--- src/pkg/tcc_regs.svh ---
/*
 * Register indices, field positions and reset values of the capture/compare timer.
 * Assumes APB with 32-bit data; each 8-bit register sits in the low byte of one word
 * at byte address four times its index.
 */
`ifndef TCC_REGS_SVH
`define TCC_REGS_SVH

// Register indices (byte address = index * 4)
`define TCC_IDX_IOSEL     6'h00
`define TCC_IDX_CNT_HI    6'h04
`define TCC_IDX_CNT_LO    6'h05
`define TCC_IDX_CTRL1     6'h06
`define TCC_IDX_ACT_HI    6'h08
`define TCC_IDX_ACT_LO    6'h09
`define TCC_IDX_EDGE_HI   6'h0a
`define TCC_IDX_EDGE_LO   6'h0b
`define TCC_IDX_IEN       6'h0c
`define TCC_IDX_CTRL2     6'h0d
`define TCC_IDX_CHFLAG    6'h0e
`define TCC_IDX_OVFLAG    6'h0f
`define TCC_IDX_CH_BASE   2'h1
`define TCC_IDX_CH_LAST   6'h1f

// Field positions
`define TCC_RUN_BIT       7
`define TCC_FFC_BIT       4
`define TCC_TOI_BIT       7
`define TCC_COUNTER_RESET_ON_MATCH7_BIT      3
`define TCC_PR_MSB        2
`define TCC_PR_LSB        0
`define TCC_TOF_BIT       7
`define TCC_MATCH7_CH     7

// Values
`define TCC_RST_BYTE      8'h00
`define TCC_RST_WORD      16'h0000
`define TCC_CNT_MAX       16'hffff
`define TCC_CNT_ONE       16'h0001
`define TCC_PRE_ZERO      7'h00
`define TCC_PRE_ONE       7'h01

`endif

--- src/pkg/tcc_pkg.sv ---
/*
 * Types shared by the capture/compare timer files.
 * Assumes tcc_regs.svh supplies offsets and field positions.
 */
package tcc_pkg;
    typedef logic [31:0] tcc_word_t;
    typedef logic [15:0] tcc_cnt_t;
    typedef logic [2:0] tcc_presel_t;

    typedef enum logic [1:0] {
        TCC_EDGE_OFF = 2'b00,
        TCC_EDGE_RISE = 2'b01,
        TCC_EDGE_FALL = 2'b10,
        TCC_EDGE_ANY = 2'b11
    } tcc_edge_t;

    typedef enum logic [1:0] {
        TCC_ACT_NONE = 2'b00,
        TCC_ACT_TOGGLE = 2'b01,
        TCC_ACT_LOW = 2'b10,
        TCC_ACT_HIGH = 2'b11
    } tcc_act_t;
endpackage

--- src/hdl/tcc_core.sv ---
/*
 * Eight-channel 16-bit input-capture/output-compare timer with APB register access.
 * Assumes channel pins are asynchronous and are synchronised here; APB on mclk_i.
 */
// The APB interface to the registers was left to the implementer.
//
// Behaviour
// - Edge field: off, rising, falling, both
// - Channel flag interrupts only when enabled
// - Overflow interrupt gated by its enable
// - Compare 7 clears counter when enabled
// - Compare 7 at zero holds counter zero
// - Compare 7 at max suppresses overflow flag
// - Prescaler divides bus clock by 2^select
// - New prescale applies when stages zero
// - Capture or compare event sets channel flag
// - Write one clears channel flag
// - Fast clear on channel read (capture) or write (compare)
// - Fast clear overflow on counter access
// - Counter wrap to zero sets overflow
// - Overflow bit written one clears it
// - Capture copies counter on chosen edge
// - Compare match triggers output action
// - Channel writes ignored in capture mode
// - Channel registers reset to zero
// - Run enable low halts counter, prescaler
// - Action: disconnect, toggle, low, high
`timescale 1ns/10ps
`include "tcc_regs.svh"

module tcc_core #(
    parameter int CH_N = 8,
    parameter int CNT_W = 16,
    parameter int AW = 8
) (
    input wire logic mclk_i,                       // Bus clock, 250 MHz
    input wire logic nrst_i,                       // Async reset, active low
    input wire logic psel_i,                       // APB select
    input wire logic penable_i,                    // APB access phase
    input wire logic pwrite_i,                     // APB write
    input wire logic [AW-1:0] paddr_i,             // APB byte address
    input wire tcc_pkg::tcc_word_t pwdata_i,       // APB write data
    input wire logic [3:0] pstrb_i,                // APB byte strobes
    output tcc_pkg::tcc_word_t prdata_o,           // APB read data
    output logic pready_o,                         // APB ready
    output logic pslverr_o,                        // APB error
    input wire logic [CH_N-1:0] chan_pin_i,        // Channel input pins
    output logic [CH_N-1:0] compare_output_line_o, // Compare output levels
    output logic [CH_N-1:0] compare_output_oe_o,   // Compare pin drive enable
    output logic [CH_N-1:0] chan_irq_o,            // Channel interrupt requests
    output logic ovf_irq_o                         // Overflow interrupt request
);
    import tcc_pkg::*;

    if (CH_N != 8 || CNT_W != 16 || AW < 8) begin : g_chk
        $error("tcc_core needs 8 channels, a 16-bit counter, address width >= 8");
    end

    // Mapped register test
    function automatic logic idx_mapped(input logic [5:0] idx);
        logic ok;
        ok = 1'b0;
        if (idx == `TCC_IDX_IOSEL) begin
            ok = 1'b1;
        end else if (idx == `TCC_IDX_CNT_HI || idx == `TCC_IDX_CNT_LO) begin
            ok = 1'b1;
        end else if (idx == `TCC_IDX_CTRL1) begin
            ok = 1'b1;
        end else if (idx >= `TCC_IDX_ACT_HI && idx <= `TCC_IDX_CH_LAST) begin
            ok = 1'b1;
        end
        return ok;
    endfunction

    // Pair of bits for channel n from a 16-bit control word
    function automatic logic [1:0] field2(input logic [15:0] w, input int n);
        return w[2*n +: 2];
    endfunction

    // Bus decode
    logic [5:0] idx;
    logic addr_ok;
    logic setup;
    logic acc;
    logic wr;
    logic rd;
    logic ch_sel;
    logic [2:0] ch_num;
    logic ch_hi;
    logic cnt_sel;
    logic [7:0] wbyte;

    assign idx = paddr_i[7:2];
    assign addr_ok = idx_mapped(idx) && (paddr_i[1:0] == 2'b00);
    assign setup = psel_i & ~penable_i;
    assign acc = psel_i & penable_i & addr_ok;
    assign wr = acc & pwrite_i & pstrb_i[0];
    assign rd = acc & ~pwrite_i;
    assign ch_sel = (idx[5:4] == `TCC_IDX_CH_BASE);
    assign ch_num = idx[3:1];
    assign ch_hi = ~idx[0];
    assign cnt_sel = (idx == `TCC_IDX_CNT_HI) || (idx == `TCC_IDX_CNT_LO);
    assign wbyte = pwdata_i[7:0];
    assign pready_o = penable_i;

    // Software registers
    logic [7:0] iosel_q;
    logic [7:0] ctrl1_q;
    logic [15:0] act_q;
    logic [15:0] edge_q;
    logic [7:0] ien_q;
    logic [7:0] ctrl2_q;
    logic [7:0] chflag_q;
    logic tof_q;
    tcc_cnt_t cnt_q;
    tcc_cnt_t chv_q [CH_N];
    logic [7:0] wbuf_q;
    logic [7:0] rbuf_q;
    logic [CH_N-1:0] oc_q;
    logic [31:0] prdata_q;
    logic slverr_q;

    logic run;
    logic ffc;
    logic counter_reset_on_match7;
    assign run = ctrl1_q[`TCC_RUN_BIT];
    assign ffc = ctrl1_q[`TCC_FFC_BIT];
    assign counter_reset_on_match7 = ctrl2_q[`TCC_COUNTER_RESET_ON_MATCH7_BIT];

    always_ff @(posedge mclk_i or negedge nrst_i) begin
        if (!nrst_i) begin
            iosel_q <= `TCC_RST_BYTE;
            ctrl1_q <= `TCC_RST_BYTE;
            ien_q <= `TCC_RST_BYTE;
            ctrl2_q <= `TCC_RST_BYTE;
            act_q <= `TCC_RST_WORD;
            edge_q <= `TCC_RST_WORD;
        end else if (wr) begin
            if (idx == `TCC_IDX_IOSEL) begin
                iosel_q <= wbyte;
            end else if (idx == `TCC_IDX_CTRL1) begin
                ctrl1_q <= wbyte;
            end else if (idx == `TCC_IDX_ACT_HI) begin
                act_q[15:8] <= wbyte;
            end else if (idx == `TCC_IDX_ACT_LO) begin
                act_q[7:0] <= wbyte;
            end else if (idx == `TCC_IDX_EDGE_HI) begin
                edge_q[15:8] <= wbyte;
            end else if (idx == `TCC_IDX_EDGE_LO) begin
                edge_q[7:0] <= wbyte;
            end else if (idx == `TCC_IDX_IEN) begin
                ien_q <= wbyte;
            end else if (idx == `TCC_IDX_CTRL2) begin
                ctrl2_q <= wbyte;
            end
        end
    end

    // Pin synchronisers and edge detection
    logic [CH_N-1:0] pin_s1_q;
    logic [CH_N-1:0] pin_s2_q;
    logic [CH_N-1:0] pin_prev_q;

    always_ff @(posedge mclk_i or negedge nrst_i) begin
        if (!nrst_i) begin
            pin_s1_q <= '0;
            pin_s2_q <= '0;
            pin_prev_q <= '0;
        end else begin
            pin_s1_q <= chan_pin_i;
            pin_s2_q <= pin_s1_q;
            pin_prev_q <= pin_s2_q;
        end
    end

    logic [CH_N-1:0] cap_hit;
    logic [CH_N-1:0] cmp_hit;
    logic tick;

    always_comb begin
        for (int n = 0; n < CH_N; n++) begin
            tcc_edge_t em;
            logic rise;
            logic fall;
            em = tcc_edge_t'(field2(edge_q, n));
            rise = pin_s2_q[n] & ~pin_prev_q[n];
            fall = ~pin_s2_q[n] & pin_prev_q[n];
            cap_hit[n] = 1'b0;
            case (em)
                TCC_EDGE_OFF: cap_hit[n] = 1'b0;
                TCC_EDGE_RISE: cap_hit[n] = rise;
                TCC_EDGE_FALL: cap_hit[n] = fall;
                default: cap_hit[n] = rise | fall;
            endcase
            cap_hit[n] = cap_hit[n] & ~iosel_q[n];
            cmp_hit[n] = tick & iosel_q[n] & (cnt_q == chv_q[n]);
        end
    end

    tcc_prescaler #(
        .SEL_W(3)
    ) u_pre (
        .mclk_i(mclk_i),
        .nrst_i(nrst_i),
        .run_i(run),
        .sel_i(ctrl2_q[`TCC_PR_MSB:`TCC_PR_LSB]),
        .tick_o(tick)
    );

    // Main counter
    logic match7_rst;
    assign match7_rst = counter_reset_on_match7 & cmp_hit[`TCC_MATCH7_CH];

    always_ff @(posedge mclk_i or negedge nrst_i) begin
        if (!nrst_i) begin
            cnt_q <= `TCC_RST_WORD;
        end else if (wr && idx == `TCC_IDX_CNT_LO) begin
            cnt_q <= {wbuf_q, wbyte};
        end else if (tick) begin
            if (match7_rst) begin
                cnt_q <= `TCC_RST_WORD;
            end else begin
                cnt_q <= cnt_q + `TCC_CNT_ONE;
            end
        end
    end

    // Overflow flag; a set in the clearing cycle wins
    logic tof_set;
    logic tof_clr;
    assign tof_set = tick & (cnt_q == `TCC_CNT_MAX) & ~match7_rst;
    assign tof_clr = (wr && idx == `TCC_IDX_OVFLAG && wbyte[`TCC_TOF_BIT])
        || (acc && ffc && cnt_sel);

    always_ff @(posedge mclk_i or negedge nrst_i) begin
        if (!nrst_i) begin
            tof_q <= 1'b0;
        end else begin
            tof_q <= tof_set | (tof_q & ~tof_clr);
        end
    end

    // Channel flags; a set in the clearing cycle wins
    logic [7:0] ch_clr;
    always_comb begin
        ch_clr = 8'h00;
        if (wr && idx == `TCC_IDX_CHFLAG) begin
            ch_clr = wbyte;
        end
        if (acc && ffc && ch_sel) begin
            if ((rd && !iosel_q[ch_num]) || (wr && iosel_q[ch_num])) begin
                ch_clr[ch_num] = 1'b1;
            end
        end
    end

    always_ff @(posedge mclk_i or negedge nrst_i) begin
        if (!nrst_i) begin
            chflag_q <= `TCC_RST_BYTE;
        end else begin
            chflag_q <= (cap_hit | cmp_hit) | (chflag_q & ~ch_clr);
        end
    end

    assign chan_irq_o = chflag_q & ien_q;
    assign ovf_irq_o = tof_q & ctrl2_q[`TCC_TOI_BIT];

    // Channel capture/compare values
    always_ff @(posedge mclk_i or negedge nrst_i) begin
        if (!nrst_i) begin
            for (int n = 0; n < CH_N; n++) begin
                chv_q[n] <= `TCC_RST_WORD;
            end
        end else begin
            for (int n = 0; n < CH_N; n++) begin
                if (cap_hit[n]) begin
                    chv_q[n] <= cnt_q;
                end else if (wr && ch_sel && !ch_hi && ch_num == 3'(n) && iosel_q[n]) begin
                    chv_q[n] <= {wbuf_q, wbyte};
                end
            end
        end
    end

    // High-byte write buffer
    always_ff @(posedge mclk_i or negedge nrst_i) begin
        if (!nrst_i) begin
            wbuf_q <= `TCC_RST_BYTE;
        end else if (wr && ((ch_sel && ch_hi) || idx == `TCC_IDX_CNT_HI)) begin
            wbuf_q <= wbyte;
        end
    end

    // Low byte caught with the high byte read
    always_ff @(posedge mclk_i or negedge nrst_i) begin
        if (!nrst_i) begin
            rbuf_q <= `TCC_RST_BYTE;
        end else if (setup && !pwrite_i && ch_sel && ch_hi) begin
            rbuf_q <= chv_q[ch_num][7:0];
        end else if (setup && !pwrite_i && idx == `TCC_IDX_CNT_HI) begin
            rbuf_q <= cnt_q[7:0];
        end
    end

    // Compare output pins
    always_ff @(posedge mclk_i or negedge nrst_i) begin
        if (!nrst_i) begin
            oc_q <= '0;
        end else begin
            for (int n = 0; n < CH_N; n++) begin
                if (cmp_hit[n]) begin
                    case (tcc_act_t'(field2(act_q, n)))
                        TCC_ACT_TOGGLE: oc_q[n] <= ~oc_q[n];
                        TCC_ACT_LOW: oc_q[n] <= 1'b0;
                        TCC_ACT_HIGH: oc_q[n] <= 1'b1;
                        default: oc_q[n] <= oc_q[n];
                    endcase
                end
            end
        end
    end

    always_comb begin
        for (int n = 0; n < CH_N; n++) begin
            compare_output_oe_o[n] = iosel_q[n] & (field2(act_q, n) != TCC_ACT_NONE);
        end
    end
    assign compare_output_line_o = oc_q;

    // Read data, prepared in the setup cycle
    logic [7:0] rd_val;
    always_comb begin
        rd_val = 8'h00;
        if (idx == `TCC_IDX_IOSEL) begin
            rd_val = iosel_q;
        end else if (idx == `TCC_IDX_CNT_HI) begin
            rd_val = cnt_q[15:8];
        end else if (idx == `TCC_IDX_CNT_LO) begin
            rd_val = rbuf_q; // Low byte caught with the high byte
        end else if (idx == `TCC_IDX_CTRL1) begin
            rd_val = ctrl1_q;
        end else if (idx == `TCC_IDX_ACT_HI) begin
            rd_val = act_q[15:8];
        end else if (idx == `TCC_IDX_ACT_LO) begin
            rd_val = act_q[7:0];
        end else if (idx == `TCC_IDX_EDGE_HI) begin
            rd_val = edge_q[15:8];
        end else if (idx == `TCC_IDX_EDGE_LO) begin
            rd_val = edge_q[7:0];
        end else if (idx == `TCC_IDX_IEN) begin
            rd_val = ien_q;
        end else if (idx == `TCC_IDX_CTRL2) begin
            rd_val = ctrl2_q;
        end else if (idx == `TCC_IDX_CHFLAG) begin
            rd_val = chflag_q;
        end else if (idx == `TCC_IDX_OVFLAG) begin
            rd_val = {tof_q, 7'h00};
        end else if (ch_sel && ch_hi) begin
            rd_val = chv_q[ch_num][15:8];
        end else if (ch_sel) begin
            rd_val = rbuf_q;
        end
    end

    always_ff @(posedge mclk_i or negedge nrst_i) begin
        if (!nrst_i) begin
            prdata_q <= 32'h0000_0000;
            slverr_q <= 1'b0;
        end else if (setup) begin
            prdata_q <= (addr_ok && !pwrite_i) ? {24'h00_0000, rd_val} : 32'h0000_0000;
            slverr_q <= ~addr_ok;
        end
    end

    assign prdata_o = prdata_q;
    assign pslverr_o = penable_i & slverr_q;
endmodule

--- src/hdl/tcc_prescaler.sv ---
/*
 * Bus clock prescaler producing a one-cycle tick every 2^select cycles.
 * Assumes select comes from a register on the same clock; run halts it.
 */
`timescale 1ns/10ps
`include "tcc_regs.svh"

module tcc_prescaler #(
    parameter int SEL_W = 3
) (
    input wire logic mclk_i,                 // Bus clock
    input wire logic nrst_i,                 // Async reset, active low
    input wire logic run_i,                  // Timer running
    input wire tcc_pkg::tcc_presel_t sel_i,  // Requested division select
    output logic tick_o                      // One-cycle count pulse
);
    import tcc_pkg::*;

    if (SEL_W != 3) begin : g_chk
        $error("tcc_prescaler supports only a 3-bit select");
    end

    logic [6:0] stage_q;
    tcc_presel_t active_q;
    logic [6:0] mask;

    assign mask = 7'((8'h01 << active_q) - 8'h01);
    assign tick_o = run_i & ((stage_q & mask) == mask);

    always_ff @(posedge mclk_i or negedge nrst_i) begin
        if (!nrst_i) begin
            stage_q <= `TCC_PRE_ZERO;
        end else if (run_i) begin
            stage_q <= stage_q + `TCC_PRE_ONE;
        end
    end

    // New factor only where every stage is zero
    always_ff @(posedge mclk_i or negedge nrst_i) begin
        if (!nrst_i) begin
            active_q <= 3'h0;
        end else if (stage_q == `TCC_PRE_ZERO) begin
            active_q <= sel_i;
        end
    end
endmodule

--- config.mk ---
export PLATFORM = sky130hd
export DESIGN_NAME = tcc_core
export DESIGN_NICKNAME = d
export VERILOG_FILES = /design/src/pkg/tcc_pkg.sv /design/src/hdl/tcc_core.sv /design/src/hdl/tcc_prescaler.sv
export VERILOG_INCLUDE_DIRS = /design/src /design/src/pkg
export SDC_FILE = /design/constraint.sdc
export NUM_CORES = 1
export LEC_CHECK = 0
export ABC_AREA = 1
export ABC_CLOCK_PERIOD_IN_PS = 6500
export BUFFER_PORTS_ARGS = -buffer_cell sky130_fd_sc_hd__buf_2
export CAP_MARGIN = 5
export CORE_UTILIZATION = 55
export CTS_CLUSTER_SIZE = 25
export DETAILED_ROUTE_END_ITERATION = 7
export PLACE_DENSITY = 0.79
export SYNTH_ARGS = -nofsm -noshare
export SYNTH_HDL_FRONTEND = slang
export SYNTH_SLANG_ARGS = --single-unit
--- constraint.sdc ---
create_clock -name mclk_i -period 6.5 [get_ports mclk_i]
set_input_delay 0 -clock mclk_i [delete_from_list [all_inputs] [get_ports mclk_i]]
set_output_delay 0 -clock mclk_i [all_outputs]
set_load 0.005 [all_outputs]
---- Word-level counts from Yosys, hierarchy flattened ----
Cells that the tools add are included.
cells by class
  add/subtract/negate cells ............... 3
  eq/ne operators ......................... 69
  reductions and logical operators ........ 97
  shift operators ......................... 1
  bitwise logic cells ..................... 123
  multiplexer cells ....................... 66
  magnitude comparators ................... 5
operator list
  kind                                                             number
  16-bit two-way mux                                               21
  8-bit two-way mux                                                20
  16-bit == test                                                   8
  1-bit AND                                                        61
  16-bit binary-select mux with 3-bit select                       1
  2-bit == test, second input constant                             24
  6-bit by 4-bit == test with 1-bit output, second input constant  8
  1-bit one-hot mux with 3 select lines                            16
  1-bit NOT                                                        45
  1-bit logical AND                                                37
  2-bit nonzero test                                               18
  2-bit by 1-bit == test with 1-bit output, second input constant  17
  8-bit bitwise OR                                                 3
  3-bit nonzero test                                               8
  6-bit by 3-bit == test with 1-bit output, second input constant  3
  2-bit logical NOT                                                9
  2-bit AND reduction                                              9
  16-bit by 1-bit adder with 16-bit output, second input constant  1
  8-bit AND                                                        2
  16-bit == test, second input constant                            1
  3-bit == test, second input constant                             4
  1-bit bitwise OR                                                 9
  9-bit AND reduction                                              1
  8-bit NOT                                                        1
  other kinds (27)                                                 37
word-level totals
  register bits ........................... 308
  logic and storage cells ................. 400
  output and inout bits ................... 59
  input port bits ......................... 57

---- Logic depth before layout (Yosys ltp) ----
  depth in word-level cells ............... 18
  depth in mapped cells ................... 16
  mapped depth without buffers ............ 15

---- By module ----
From an unflattened synthesis, not the netlist that was laid out.
second synthesis, totals
  cells, all modules ...................... 2403
  area total of the unflattened synthesis .. 17375.4 µm²
modules (own cells, without submodules)
  module         cells each  seq. area each (µm²)  instances  area each (µm²)
  tcc_core       2321        6856.6                1          16752.3
  tcc_prescaler  82          250.2                 1          623.1

---- Least setup slack after synthesis ----
No wires, ideal clock.
  kind .................................... register to register
  start point ............................. register u_pre.active_q[2]
  end point ............................... register cnt_q[2]
  slack ................................... 4.334 ns
  path buffers ............................ 1
  arrival ................................. 2.097 ns
  stages on the path, launching flop included .. 15
  required time ........................... 6.431 ns
  clock period less this slack ............ 2.166 ns
  library setup time ...................... 0.069 ns
  path through ............................ dfrtp_1 -> nor2_1 -> nand2_1 -> ha_1 -> o22ai_1 -> nor3_1 -> nand2_1 -> nor2_1 -> nand3_1 -> inv_1 -> nand2_1 -> nor2_2 -> buf_4 -> nand2_1 -> nand3_1
on the way
  cells in the longest elaborated chain, start to end .. 11
  elaborated cells between the ends (all ways) .. 12
  classes of those cells .................. add/sub (1); eq/ne (1); shift (1); mux (3); bitwise (5); reduce/logical (1)
RTL lines
  element                                        line                 text
  start: declaration                             tcc_prescaler.sv:24  tcc_presel_t active_q;
  start signal: assignment                       tcc_prescaler.sv:43  active_q <= sel_i;
  1-bit by 3-bit << shifter with 7-bit output *  tcc_prescaler.sv:27  assign mask = 7'((8'h01 << active_q) - 8'h01);
  7-bit by 1-bit subtractor with 7-bit output *  tcc_prescaler.sv:27
  7-bit AND                                      tcc_prescaler.sv:28  assign tick_o = run_i & ((stage_q & mask) == mask);
  7-bit == test *                                tcc_prescaler.sv:28
  1-bit AND *                                    tcc_prescaler.sv:28
  1-bit AND (2 in a row)                         tcc_core.sv:196      cmp_hit[n] = tick & iosel_q[n] & (cnt_q == chv_q[n]);
  1-bit AND                                      tcc_core.sv:212      assign match7_rst = counter_reset_on_match7 & cmp_hit[`TCC_MATCH7_CH];
  16-bit two-way mux                             tcc_core.sv:220      if (match7_rst) begin
  16-bit two-way mux                             tcc_core.sv:219      end else if (tick) begin
  16-bit two-way mux                             tcc_core.sv:217      end else if (wr && idx == `TCC_IDX_CNT_LO) begin
  end signal: assignment                         tcc_core.sv:216      cnt_q <= `TCC_RST_WORD;
  end signal: assignment                         tcc_core.sv:218      cnt_q <= {wbuf_q, wbyte};
  end signal: assignment                         tcc_core.sv:221      cnt_q <= `TCC_RST_WORD;
  end: declaration                               tcc_core.sv:115      tcc_cnt_t cnt_q;
Mark *: on every way between the ends. The rest lies on a longest branch, timed or not. The select of a mux whose other input is x is not followed.
A chain may end at the register's enable or synchronous reset.

---- Final worst setup path ----
  start point ............................. input port paddr_i[3]
  end point ............................... register chv_q[57] (netlist name)
on the way
  cells in the longest elaborated chain, start to end .. 15
  elaborated cells between the ends (all ways) .. 22
  classes of those cells .................. order compare (2); eq/ne (4); mux (4); bitwise (3); reduce/logical (9)
RTL lines
  element                                                                                                                                                     line             text
  start: declaration                                                                                                                                          tcc_core.sv:41   input wire logic [AW-1:0] paddr_i,
  6-bit by 4-bit greater-or-equal comparator with 1-bit output (no source line) or 6-bit by 5-bit less-or-equal comparator with 1-bit output (tied branches)  -
  1-bit logical AND (no source line)                                                                                                                          -
  1-bit two-way mux                                                                                                                                           tcc_core.sv:69   end else if (idx >= `TCC_IDX_ACT_HI && idx <= `TCC_IDX_CH_LAST) begin
  1-bit two-way mux                                                                                                                                           tcc_core.sv:67   end else if (idx == `TCC_IDX_CTRL1) begin
  1-bit two-way mux                                                                                                                                           tcc_core.sv:65   end else if (idx == `TCC_IDX_CNT_HI || idx == `TCC_IDX_CNT_LO) begin
  1-bit two-way mux                                                                                                                                           tcc_core.sv:63   if (idx == `TCC_IDX_IOSEL) begin
  1-bit logical AND                                                                                                                                           tcc_core.sv:94   assign addr_ok = idx_mapped(idx) && (paddr_i[1:0] == 2'b00);
  1-bit AND                                                                                                                                                   tcc_core.sv:96   assign acc = psel_i & penable_i & addr_ok;
  1-bit AND (2 in a row)                                                                                                                                      tcc_core.sv:97   assign wr = acc & pwrite_i & pstrb_i[0];
  1-bit logical AND (2 in a row)                                                                                                                              tcc_core.sv:278  end else if (wr && ch_sel && !ch_hi && ch_num == 3'(n) && iosel_q[n]) begin
  1-bit logical AND * (2 in a row)                                                                                                                            tcc_core.sv:278
  2-bit nonzero test (no source line) *                                                                                                                       -
  end signal: indexed assignment                                                                                                                              tcc_core.sv:272  chv_q[n] <= `TCC_RST_WORD;
  end signal: indexed assignment                                                                                                                              tcc_core.sv:277  chv_q[n] <= cnt_q;
  end signal: indexed assignment                                                                                                                              tcc_core.sv:279  chv_q[n] <= {wbuf_q, wbyte};
  end: declaration                                                                                                                                            tcc_core.sv:116  tcc_cnt_t chv_q [CH_N];
Mark *: on every way between the ends. The rest lies on a longest branch, timed or not.

==> flow_summary_export.csv <==
group,metric,value,unit
timing,hold_slack,0.0114,ns
route,drt_iter0_drc,2429,
floorplanning,die_x,178,um
critical_path,crit_family,"simple AND/OR/NAND/NOR gates",
floorplanning,initial_core_util,55.8,%
synth,yosysSeqAreaShare,41.7,%
critical_path,end_kind,"flip-flop",
synth,syn_area_per_cell,7.06,um^2
floorplanning,die_height,178,um
critical_path,cp-start-kind,"input pin",
synth,synthCells,2417,
floorplanning,core_area,30600,um^2
clock_tree,cts_setup_buffers,0,
place,place_ws,2.39,ns
timing,tns,0,ns
route,route.antenna.remaining_nets,0,
critical_path,cp_max_fo,30,
timing,finalCriticalPeriod,3.87,ns
critical_path,rr_startpoint,"cnt_q[13]",
timing,slew_headroom,15.3,%
place,hpwl,42.3,mm
route,drcViolationCount,0,
pwr,p_leak,8.91,nW
finish,ff_latch_area,7110,um^2
timing,post-route-period-util,59.6,%
place,port_buffers,64,
global_route,antenna_found_initial,0,
route,vias_per_cell,6.06,
finish,drive_gt1_share,7.13,%
finish,diodes,0,
critical_path,critPathLaunch,"paddr_i[3]",
synth,async_flop_share,100,%
run,maxCapViolCount,0,
clock_tree,cts_sinks,284,
timing,final-hold-violation-count,0,
synth,synth-edff-count,0,
route,vias,17200,
pwr,combPwrFrac,7.4,%
pwr,clkPwrFrac,46.9,%
timing,clock_skew,0.0140,ns
route,first_pass_iters,5,
finish,area_growth,9.69,%
finish,final_area,18700,um^2
clock_tree,cts_max_level,2,
run_status,status,"finished, final reports clean",
pwr,seqPwrFrac,45.7,%
critical_path,setup.worst_path.class,"in2reg",
clock_tree,cts_root_buf,"clkbuf_16",
synth,synth_warnings,0,
synth,syn_area,17100,um^2
pwr,pwr_density_cell,217,nW/um^2
critical_path,cp_num_buf_inv,4,
synth,ys_ff_latch,284,
clock_tree,post_cts_resized,0,
place,placed_area,17400,um^2
global_route,grt_max_degree,156,
finish,multiInputGateArea,8270,um^2
critical_path,critPathArrivalTime,4.30,ns
clock_tree,cts_made_buffers,34,
critical_path,path_depth,14,
critical_path,worstPathCellList,"buf_2, inv_1, nand2_1, nor2_1, nor3_1, nor2_2, nand2_2, nor3_4, buf_4, nand2_2, o21ai_2, buf_4, nand2_1, o21ai_0",
timing,worst_slack,2.63,ns
floorplanning,dieArea,31700,um^2
critical_path,r2r_slack,3.06,ns
floorplanning,ios,116,
pwr,cell_internal_pwr,3.02,mW
critical_path,critical_path.endpoint,"chv_q[57]",
route,drt-total-wl,60.9,mm
min_path,hold_class,"in2reg",
floorplanning,rows,64,
place,gp_congestion,1.03,
clock_tree,cts_tree,"yes",
timing,rsz0062_at_grt,"no",
global_route,grt_usage,39.0,%
pwr,netSwitchingFraction,25.8,%
critical_path,critPathMaxStageDelay,1.03,ns
critical_path,ff2ff_path_depth,8,
global_route,grt_pass1_vias,16000,
synth,synth_ff_type,"dfrtp_1",
pwr,power.total,4.07,mW
critical_path,r2r_end,"cnt_q[14]",
clock_tree,clockBufferDepth,3,
global_route,grt-ovfl-total,0,
finish,nFillCells,2777,
timing,slew_viol_final,0,
clock_tree,cts.clk_slew.worst_paths,0.06,ns
critical_path,slowest_stage,"o21ai_2",
finish,nets,2492,
timing,clock.fmax,258,MHz
global_route,grt_pass1_wl,91.9,mm
timing,tightestPinTransition,1.27,ns
clock_tree,worstSkewPairLatency,0.53,ns
synth,ys_types,44,
timing,final-setup-viol-count,0,
route,post_drt_wl_per_cell,21.5,um
pwr,vdd_drop_max,0.182,mV
pwr,p_sw,1.05,mW
critical_path,required,6.92,ns
registers in the layout, summed over array words and instances, names as in the netlist, 3 cells and up:
name                   count
chv_q                    128
act_q                     16
cnt_q                     16
edge_q                    16
chflag_q                   8
compare_output_line_o      8
ctrl1_q                    8
ctrl2_q                    8
ien_q                      8
iosel_q                    8
pin_prev_q                 8
pin_s1_q                   8
pin_s2_q                   8
prdata_o                   8
rbuf_q                     8
wbuf_q                     8
u_pre.stage_q              7
u_pre.active_q             3
cells by family after synthesis:
logic type | synth area share, %
AND/OR/NAND/NOR | 25.0
AO/OA/AOI/OAI | 18.2
buffers and inverters | 10.8
flip-flops | 41.7
XOR/XNOR | 2.87
adder cells (fa/ha/maj) | 1.47
other | 0.0220
power by group through the flow:
stage                     clock [mW]  combinational, mW  sequential, mW
final                           1.91              0.301            1.86
after global routing            2.00              0.330            1.86
after CTS                       1.92              0.292            1.86
after detailed placement           0              0.281            1.89
after global placement             0              0.274            1.89
after floorplan                    0              0.172            1.86
cell type report:
cell class	instances	share of cell area [%]
flip-flops and latches	284	38.0
clock inverters	9	0.508
multi-input cells	1708	44.2
inverters	290	5.82
clock buffers	52	5.45
repair buffers	97	3.41
well taps	396	2.65
tightest hold or removal path, cell delays in order:
cell and delay (ns):
buf_2 0.09, inv_1 0.03, nor2_1 0.08, inv_1 0.15, nand2_1 0.10, nand2_1 0.04
synthesized netlist by cell type (all sizes together), types with 16 or more instances:
master / instances / share of area, %
nand4: 18 / 0.66
nor3: 16 / 0.54
nand3: 115 / 3.5
dfrtp: 284 / 42
nand2: 726 / 16
ha: 20 / 1.5
o22ai: 54 / 2.0
o2111ai: 21 / 1.1
clkbuf: 86 / 1.9
buf: 72 / 2.5
xor2: 48 / 2.5
nor2: 133 / 3.0
a21oi: 81 / 2.4
inv: 282 / 6.2
o21ai: 379 / 11
metal layers:
layer / vias up / share of wire (%) / track usage [%]
li1: 7773 / - / -
met1: 7931 / 39 / 53.2
met2: 1259 / 41 / 54.5
met3: 233 / 14 / 11.9
met4: 0 / 6.1 / 22.2
met5: - / 0 / 0
how the worst min path moves through the flow:
stage / start / to / slack, ns / depth (start not counted)
after floorplan: nrst_i / act_q[0] / -0.30 / 0
after global placement: chan_pin_i[0] / pin_s1_q[0] / 0.11 / 1
after detailed placement: chan_pin_i[1] / pin_s1_q[1] / 0.11 / 1
after CTS: psel_i / prdata_o[3] / 0.02 / 6
after global routing: psel_i / prdata_o[4] / 0.04 / 6
final: psel_i / prdata_o[3] / 0.01 / 6
cell usage in the layout (no fill, tap or decap), types with 4 or more instances in the layout:
cell / count
nand2_1: 718
o21ai_0: 369
dfrtp_1: 284
inv_1: 279
nor2_1: 128
nand3_1: 112
a21oi_1: 81
buf_2: 63
o22ai_1: 54
xor2_1: 48
clkbuf_16: 35
conb_1: 24
ha_1: 20
dlygate4sd3_1: 19
nand4_1: 18
o2111ai_1: 16
nor3_1: 15
nor4_1: 15
or2_2: 13
buf_4: 13
a221oi_1: 9
clkbuf_1: 9
clkinv_1: 8
o211ai_1: 8
xnor2_1: 8
clkbuf_8: 8
nand2_2: 6
o21ai_2: 6
nor2_2: 5
clkinv_2: 5
o21ai_1: 4
metrics by stage:
stage | instances | util (%)
final | 2836 | 61.2
after global routing | 2836 | 61.2
after global placement | 2756 | 56.9
after floorplan | 2440 | -
after detailed placement | 2756 | 56.9
after CTS | 2836 | 61.2
timing repair:
item	CTS	global route
endpoints found under the hold margin	152	0
endpoints found under the setup margin	0	0
hold buffers	19	0
Power figures use the tool's default switching activity.
